`config.mk`:
```
export PLATFORM = sky130hd
export DESIGN_NAME = mw_frame_master
export DESIGN_NICKNAME = d
export VERILOG_FILES = /design/src/common/mw_frame_pkg.sv /design/src/common/word_stream_if.sv /design/src/logic/bit_sync.sv /design/src/logic/reply_fifo.sv /design/src/logic/mw_frame_master.sv
export SDC_FILE = /design/constraint.sdc
export NUM_CORES = 1
export LEC_CHECK = 0
export ABC_AREA = 1
export BUFFER_PORTS_ARGS = -buffer_cell sky130_fd_sc_hd__buf_2
export CAP_MARGIN = 15
export CORE_ASPECT_RATIO = 1.2
export CORE_MARGIN = 10
export CORE_UTILIZATION = 61
export CTS_BUF_LIST = sky130_fd_sc_hd__clkbuf_8
export DETAILED_ROUTE_END_ITERATION = 8
export GPL_TIMING_DRIVEN = 1
export HOLD_SLACK_MARGIN = 0.08
export PLACE_DENSITY = 0.78
export SLEW_MARGIN = 40
export SYNTH_ARGS = -nofsm -noshare
export SYNTH_HDL_FRONTEND = slang
export SYNTH_SLANG_ARGS = --single-unit
```
`constraint.sdc`:
```
create_clock -name clk -period 2.84 [get_ports clk]
set_input_delay 0.142 -clock clk [delete_from_list [all_inputs] [get_ports clk]]
set_output_delay 0.142 -clock clk [all_outputs]
set_load 0.02 [all_outputs]
```
`src/common/mw_frame_pkg.sv`:
```
// constants and types shared by the half-duplex command frame master
package mw_frame_pkg;

   // ****************************************************************
   // frame layout
   // ****************************************************************
   localparam int CMD_BITS = 8;
   localparam int TURN_BITS = 1;
   localparam int REPLY_MIN_BITS = 4;
   localparam int REPLY_MAX_BITS = 16;
   localparam int WORD_W = REPLY_MAX_BITS;
   localparam int LEN_W = 4;
   localparam logic [LEN_W-1:0] REPLY_MIN_M1 = 4'h3;
   localparam logic [4:0] CMD_LAST_BIT = 5'h07;

   // ****************************************************************
   // buffering
   // ****************************************************************
   localparam int FIFO_DEPTH = 16;

   // ****************************************************************
   // timing
   // ****************************************************************
   localparam int SYS_CLK_PERIOD_NS = 8;
   localparam int SCK_PERIOD_NS = 128;
   localparam int SCK_HALF_NS = SCK_PERIOD_NS / 2;
   // half period rounded up to whole system cycles, at least one
   localparam int SCK_HALF_CYC_I = (SCK_HALF_NS + SYS_CLK_PERIOD_NS - 1) / SYS_CLK_PERIOD_NS;
   localparam int SCK_HALF_CYC = (SCK_HALF_CYC_I < 1) ? 1 : SCK_HALF_CYC_I;
   localparam int HALF_CNT_W = 5;
   localparam logic [HALF_CNT_W-1:0] HALF_LAST = HALF_CNT_W'(SCK_HALF_CYC - 1);

   // ****************************************************************
   // reset values
   // ****************************************************************
   localparam logic SCK_IDLE = 1'b0;
   localparam logic FSEL_IDLE_N = 1'b1;
   localparam logic SDO_IDLE = 1'b0;

   // ****************************************************************
   // frame states
   // ****************************************************************
   typedef enum logic [2:0] {ST_IDLE, ST_CMD, ST_TURN, ST_REPLY, ST_GAP} frame_state_e;

endpackage

```
`src/common/word_stream_if.sv`:
```
// valid/ready word stream between the frame engine and its reply buffer
`timescale 1ns/1ps
interface word_stream_if #(parameter int W = 16);
   logic valid;
   logic ready;
   logic [W-1:0] data;
   modport src (output valid, output data, input ready);
   modport snk (input valid, input data, output ready);
endinterface

```
`src/logic/bit_sync.sv`:
```
// two-stage synchroniser for a level from outside the clock domain
`timescale 1ns/1ps
module bit_sync
(
   // clock and reset
   input wire logic clk,
   input wire logic rst,
   // level in and out
   input wire logic d,
   output logic q
);
   logic meta_r;
   logic q_r;

   always_ff @(posedge clk)
   begin
      if (rst)
      begin
         meta_r <= 1'b0;
         q_r <= 1'b0;
      end
      else
      begin
         meta_r <= d;
         q_r <= meta_r;
      end
   end

   assign q = q_r;
endmodule // bit_sync

```
`src/logic/reply_fifo.sv`:
```
// reply word buffer with registered output stage
`timescale 1ns/1ps
module reply_fifo #(
   parameter int WIDTH = 16,
   parameter int DEPTH = 16
)
(
   // clock and reset
   input wire logic clk,
   input wire logic rst,
   // fill side
   word_stream_if.snk wr,
   // drain side
   output logic out_valid,
   output logic [WIDTH-1:0] out_data,
   input wire logic out_ready
);
   localparam int AW = $clog2(DEPTH);

   logic [WIDTH-1:0] mem [DEPTH];
   logic [AW-1:0] wr_ptr_r;
   logic [AW-1:0] rd_ptr_r;
   logic [AW:0] count_r;
   logic out_valid_r;
   logic [WIDTH-1:0] out_data_r;
   logic push;
   logic pop;

   assign wr.ready = (count_r != (AW+1)'(DEPTH));
   assign push = wr.valid && wr.ready;
   // move a word to the output stage whenever it is empty or being taken
   assign pop = (count_r != '0) && (!out_valid_r || out_ready);

   always_ff @(posedge clk)
   begin
      if (push)
      begin
         mem[wr_ptr_r] <= wr.data;
      end
   end

   always_ff @(posedge clk)
   begin
      if (rst)
      begin
         wr_ptr_r <= '0;
         rd_ptr_r <= '0;
         count_r <= '0;
      end
      else
      begin
         if (push)
         begin
            wr_ptr_r <= AW'(wr_ptr_r + 1'b1);
         end
         if (pop)
         begin
            rd_ptr_r <= AW'(rd_ptr_r + 1'b1);
         end
         count_r <= (AW+1)'(count_r + {{AW{1'b0}}, push} - {{AW{1'b0}}, pop});
      end
   end

   always_ff @(posedge clk)
   begin
      if (rst)
      begin
         out_valid_r <= 1'b0;
         out_data_r <= '0;
      end
      else if (pop)
      begin
         out_valid_r <= 1'b1;
         out_data_r <= mem[rd_ptr_r];
      end
      else if (out_ready)
      begin
         out_valid_r <= 1'b0;
      end
   end

   assign out_valid = out_valid_r;
   assign out_data = out_data_r;
endmodule // reply_fifo

```
`src/logic/mw_frame_master.sv`:
```
// half-duplex command/response serial frame master
`timescale 1ns/1ps

module mw_frame_master
(
   // clock and reset
   input wire logic clk,
   input wire logic rst,
   // command request
   input wire logic cmd_valid,
   output logic cmd_ready,
   input wire logic [mw_frame_pkg::CMD_BITS-1:0] cmd_data,
   input wire logic [mw_frame_pkg::LEN_W-1:0] reply_bits_m1,
   // reply words
   output logic reply_valid,
   output logic [mw_frame_pkg::WORD_W-1:0] reply_data,
   input wire logic reply_ready,
   // serial link
   output logic serial_shift_clock,
   output logic frame_select_n,
   output logic serial_out,
   input wire logic serial_in
);
   import mw_frame_pkg::*;

   // ****************************************************************
   // state
   // ****************************************************************
   frame_state_e state_r;
   logic [HALF_CNT_W-1:0] half_cnt_r;
   logic [4:0] bit_cnt_r;
   logic [CMD_BITS-1:0] tx_r;
   logic [WORD_W-1:0] rx_r;
   logic [LEN_W-1:0] len_r;
   logic sck_r;
   logic fsel_n_r;
   logic sdo_r;
   logic cmd_ready_r;
   logic push_r;
   logic [WORD_W-1:0] push_data_r;
   logic sdi_sync;
   logic half_done;
   logic in_bits;
   logic rise_ev;
   logic fall_ev;
   logic take;
   logic reply_last;

   word_stream_if #(.W(WORD_W)) rply ();

   // ****************************************************************
   // input synchroniser and reply buffer
   // ****************************************************************
   bit_sync u_sdi_sync
   (
      .clk(clk),
      .rst(rst),
      .d(serial_in),
      .q(sdi_sync)
   );

   reply_fifo #(.WIDTH(WORD_W), .DEPTH(FIFO_DEPTH)) u_reply_fifo
   (
      .clk(clk),
      .rst(rst),
      .wr(rply.snk),
      .out_valid(reply_valid),
      .out_data(reply_data),
      .out_ready(reply_ready)
   );

   assign rply.valid = push_r;
   assign rply.data = push_data_r;

   // ****************************************************************
   // serial clock timing
   // ****************************************************************
   assign in_bits = (state_r == ST_CMD) || (state_r == ST_TURN) || (state_r == ST_REPLY);
   assign half_done = (half_cnt_r == HALF_LAST);
   assign rise_ev = in_bits && half_done && !sck_r;
   assign fall_ev = in_bits && half_done && sck_r;
   assign take = (state_r == ST_IDLE) && cmd_valid && cmd_ready_r;
   // falling edge that ends the last reply bit closes the frame
   assign reply_last = (state_r == ST_REPLY) && fall_ev && (bit_cnt_r == {1'b0, len_r});

   always_ff @(posedge clk)
   begin
      // the count rests at zero between frames, so the first half period is full length
      if (rst || state_r == ST_IDLE)
      begin
         half_cnt_r <= '0;
      end
      else if (half_done)
      begin
         half_cnt_r <= '0;
      end
      else
      begin
         half_cnt_r <= HALF_CNT_W'(half_cnt_r + 1'b1);
      end
   end

   // each bit period is a low half then a high half
   always_ff @(posedge clk)
   begin
      if (rst)
      begin
         sck_r <= SCK_IDLE;
      end
      else if (in_bits && half_done)
      begin
         sck_r <= !sck_r;
      end
      else if (!in_bits)
      begin
         sck_r <= SCK_IDLE;
      end
   end

   // ****************************************************************
   // frame sequencer
   // ****************************************************************
   always_ff @(posedge clk)
   begin
      if (rst)
      begin
         state_r <= ST_IDLE;
         bit_cnt_r <= '0;
      end
      else
      begin
         unique case (state_r)
            ST_IDLE:
            begin
               if (take)
               begin
                  state_r <= ST_CMD;
                  bit_cnt_r <= '0;
               end
            end
            ST_CMD:
            begin
               if (fall_ev)
               begin
                  if (bit_cnt_r == CMD_LAST_BIT)
                  begin
                     state_r <= ST_TURN;
                     bit_cnt_r <= '0;
                  end
                  else
                  begin
                     bit_cnt_r <= 5'(bit_cnt_r + 1'b1);
                  end
               end
            end
            ST_TURN:
            begin
               if (fall_ev)
               begin
                  state_r <= ST_REPLY;
               end
            end
            ST_REPLY:
            begin
               if (fall_ev)
               begin
                  if (bit_cnt_r == {1'b0, len_r})
                  begin
                     state_r <= ST_GAP;
                  end
                  else
                  begin
                     bit_cnt_r <= 5'(bit_cnt_r + 1'b1);
                  end
               end
            end
            ST_GAP:
            begin
               // frame select stays high a half period before the next frame
               if (half_done)
               begin
                  state_r <= ST_IDLE;
               end
            end
         endcase
      end
   end

   // reply length is latched when a command is taken and held for the whole frame
   always_ff @(posedge clk)
   begin
      if (rst)
      begin
         len_r <= REPLY_MIN_M1;
      end
      else if (take)
      begin
         // shorter replies than the minimum are stretched to it
         len_r <= (reply_bits_m1 < REPLY_MIN_M1) ? REPLY_MIN_M1 : reply_bits_m1;
      end
   end

   // ****************************************************************
   // frame select and command shifter
   // ****************************************************************
   always_ff @(posedge clk)
   begin
      if (rst)
      begin
         fsel_n_r <= FSEL_IDLE_N;
      end
      else if (take)
      begin
         fsel_n_r <= 1'b0;
      end
      else if (reply_last)
      begin
         fsel_n_r <= FSEL_IDLE_N;
      end
   end

   always_ff @(posedge clk)
   begin
      if (rst)
      begin
         tx_r <= '0;
         sdo_r <= SDO_IDLE;
      end
      else if (take)
      begin
         tx_r <= {cmd_data[CMD_BITS-2:0], 1'b0};
         sdo_r <= cmd_data[CMD_BITS-1];
      end
      else if (state_r == ST_CMD && fall_ev)
      begin
         // last command bit leaves the line low for the turnaround
         tx_r <= {tx_r[CMD_BITS-2:0], 1'b0};
         sdo_r <= (bit_cnt_r == CMD_LAST_BIT) ? SDO_IDLE : tx_r[CMD_BITS-1];
      end
   end

   // ****************************************************************
   // reply capture
   // ****************************************************************
   always_ff @(posedge clk)
   begin
      if (rst || take)
      begin
         rx_r <= '0;
      end
      else if (state_r == ST_REPLY && rise_ev)
      begin
         // the synchronised input lags the pin by two cycles, far inside the half period
         // only the reply phase samples; command and turnaround bits are ignored
         rx_r <= {rx_r[WORD_W-2:0], sdi_sync};
      end
   end

   always_ff @(posedge clk)
   begin
      if (rst)
      begin
         push_r <= 1'b0;
         push_data_r <= '0;
      end
      else
      begin
         push_r <= reply_last;
         push_data_r <= rx_r;
      end
   end

   // ****************************************************************
   // command handshake
   // ****************************************************************
   // a frame starts only when its reply is sure to find room in the buffer
   always_ff @(posedge clk)
   begin
      if (rst)
      begin
         cmd_ready_r <= 1'b0;
      end
      else
      begin
         cmd_ready_r <= (state_r == ST_IDLE) && !take && !push_r && rply.ready;
      end
   end

   assign serial_shift_clock = sck_r;
   assign frame_select_n = fsel_n_r;
   assign serial_out = sdo_r;
   assign cmd_ready = cmd_ready_r;
endmodule // mw_frame_master

```
==> impl_metrics.tcl <==
set metrics [dict create \
    route.detailed.drc 0 \
    ys_ff_latch 349 \
    synthArstFlopShare_pct 0 \
    die-area_um2 29580 \
    hpwlAfterDp_um 18380 \
    root_buffer "clkbuf_8" \
    setup_tns_ns 0 \
    antenna_found_initial 0 \
    avgSynthCellArea_um2 10.96 \
    dr.pass1.iters 5 \
    synth_fp_nets 1315 \
    n_antenna_cell 0 \
    nNetsFinal 1385 \
    wire_per_inst_um 18.27 \
    power.leakage_nw 5.869 \
    portBuffers 37 \
    rsz0062_at_grt "no" \
    crit_path_start_kind "register" \
    crit_type "reg2reg" \
    cp.required_ns 3.35 \
    core_area_um2 22600 \
    grt_max_degree 131 \
    fmax_mhz 404.3 \
    final_max_slew_viol_count 0 \
    gp_congestion 0.8405 \
    cts.path.max_buffers 3 \
    final_cells 1706 \
    io_pins 38 \
    hold_viol_final 0 \
    dr_total_vias 9587 \
    wl_um 31180 \
    cellPowerDensity_nw_per_um2 854.1 \
    cts_sinks 349 \
    die_h_um 186.4 \
    drtAntennaViolNets 0 \
    synth_flop_cell "edfxtp_1" \
    ys_seq_area_share_pct 67.83 \
    fin_crit_sh_pct 87.08 \
    yosys_warnings 0 \
    cp_max_fo 3 \
    worst_pin_slew_ns 0.7799 \
    min_period_ns 2.473 \
    hold_path.class "in2reg" \
    postCtsSetupBuffers 0 \
    fin_worst_skew_ns 0.04262 \
    worst_hold_slack_ns 0.3257 \
    setup_viol 0 \
    clk_pin_slew_ns 0.06 \
    synthCells 1284 \
    htreeDepth 2 \
    slew_headroom_pct 47.89 \
    maxCapViolations 0 \
    drive_above_1_share_pct 13.83 \
    synth_area_um2 14080 \
    grt_pass1_vias 9583 \
    synth-edff-count 256 \
    syn_to_final_growth_pct 13.20 \
    ys_top_cells_by_area "edfxtp_1 (55%), dfxtp_1 (13%), nor2_1 (8.8%)" \
    fp.dieW_um 158.7 \
    grt_first_pass_wirelength_um 50200 \
    worstPathArrival_ns 2.99 \
    tritoncts "built" \
    rows 60 \
    cts_buffers 51 \
    final_util_pct 70.53 \
    place_inst 1593 \
    first_iter_violations 1090 \
    gr-total-overflow 0 \
    initial_core_util_pct 62.30 \
    synth_top_area_cell "edfxtp_1" \
    track_usage_pct 21.22 \
    synthDistinctLibCells 38 \
    status "finished clean" \
    peakVddDrop_uv 645.3 \
    synth_top_area_share_pct 54.60 \
    viasPerCell 5.620 \
    worst_skew_pair.late_latency_ns 0.58 \
    crit_path_end_kind "register" \
]
final timing paths:
path	start	endpoint	slack, ns	cells past startpoint
worst min-delay path	serial_in	u_sdi_sync.meta_r	0.33	4
worst max register to register	u_reply_fifo.count_r[3]	u_reply_fifo.count_r[4]	0.37	13
worst max-delay path	u_reply_fifo.count_r[3]	u_reply_fifo.count_r[4]	0.37	13
worst min register to register	u_sdi_sync.meta_r	u_sdi_sync.q	0.40	2
cells by family (layout without fill, tap and decap cells):
group / Yosys count / count (layout) / synth area share, %
AO/OA/AOI/OAI: 250 / 250 / 10.84
AND/OR/NAND/NOR: 512 / 512 / 14.98
XOR/XNOR: 5 / 5 / 0.3110
buffers and inverters: 154 / 266 / 4.737
flip-flops: 349 / 349 / 67.83
adder cells (fa/ha/maj): 14 / 14 / 1.298
state kept, by name (all words and copies together), names as in the netlist, 3 cells and up:
signal and count:
bit_cnt_r 5, u_reply_fifo.rd_ptr_r 4, rx_r 16, state_r 3, tx_r 7, u_reply_fifo.count_r 5, u_reply_fifo.out_data 16, u_reply_fifo.mem 256
half_cnt_r 5, u_reply_fifo.wr_ptr_r 4, push_data_r 16, len_r 4
synthesized netlist by cell type, types with 3 or more instances:
cell type / number
a211oi_1: 6
a211oi_2: 10
a21oi_1: 16
buf_2: 23
buf_4: 6
buf_6: 5
clkbuf_1: 33
dfxtp_1: 93
edfxtp_1: 256
ha_1: 13
inv_1: 77
inv_2: 6
nand2_1: 90
nand3_1: 71
nand4_1: 6
nor2_1: 329
nor2_4: 4
nor3_1: 3
o211ai_1: 58
o21ai_0: 141
o21ai_1: 13
xor2_1: 5
where the power goes:
group          internal [mW]  total [mW]  switching (mW)
Combinational           1.16        3.57            2.41
Sequential              5.67        5.88           0.208
Clock                   2.32        4.17            1.85
Total                   9.15        13.6            4.47
metrics by stage:
| stage | power [mW] | area (um^2) | setup WS [ns] |
|---|---|---|---|
| after floorplan | 8.563 | 14080 | 0.2287 |
| after global placement | 9.367 | 14650 | 0.4329 |
| after detailed placement | 9.470 | 14650 | 0.3895 |
| after CTS | 13.66 | 15940 | 0.3505 |
| after global routing | 14.36 | 15940 | 0.09447 |
| final | 13.61 | 15940 | 0.3669 |
worst max-delay path: stages (launching register included):
cell	delay (ns)
dfxtp_1	0.32
inv_1	0.08
ha_1	0.19
nand4_1	0.10
nand2_1	0.09
clkinv_1	0.08
ha_1	0.29
inv_1	0.05
ha_1	0.15
inv_1	0.06
fa_1	0.43
o31ai_1	0.30
o21ai_0	0.11
a21oi_1	0.14
layout by cell type (no fill, tap or decap), types with 4 or more instances in the layout:
| cell | n |
|---|---|
| buf_2 | 37 |
| edfxtp_1 | 256 |
| nor2_1 | 313 |
| dlygate4sd3_1 | 18 |
| nor2_2 | 18 |
| nand2_1 | 90 |
| buf_12 | 5 |
| xor2_1 | 5 |
| clkbuf_8 | 64 |
| clkinv_2 | 4 |
| a211oi_2 | 10 |
| a211oi_1 | 6 |
| clkinv_1 | 5 |
| nand3_1 | 71 |
| inv_2 | 5 |
| nand4_1 | 6 |
| buf_4 | 26 |
| o21ai_0 | 141 |
| ha_1 | 13 |
| o211ai_1 | 58 |
| nor2_4 | 4 |
| a21oi_1 | 16 |
| o21ai_1 | 13 |
| inv_1 | 94 |
| dfxtp_1 | 91 |
final cells by class:
| type | instances | area (um^2) |
|---|---|---|
| clock buffer | 64 | 880.8 |
| clock inverter | 31 | 227.7 |
| fill | 1550 | 6660 |
| inverter | 85 | 320.3 |
| multi-input combinational | 781 | 3902 |
| sequential | 349 | 9557 |
| tap | 310 | 387.9 |
| timing repair buffer | 86 | 660.6 |
per-layer routing:
layer | track usage (%) | vias up | wire length (um)
met5 | 0 | - | 0
met4 | 6.709 | 0 | 568
met3 | 3.631 | 54 | 2348
met2 | 36.77 | 397 | 16170
met1 | 26.20 | 4546 | 12090
li1 | - | 4590 | -
what timing repair did:
action | 4_1_cts | 5_1_grt
gates resized for setup | 0 | 0
hold endpoints to repair | 17 | 0
hold buffers | 18 | 0
Power figures use the tool's default switching activity.
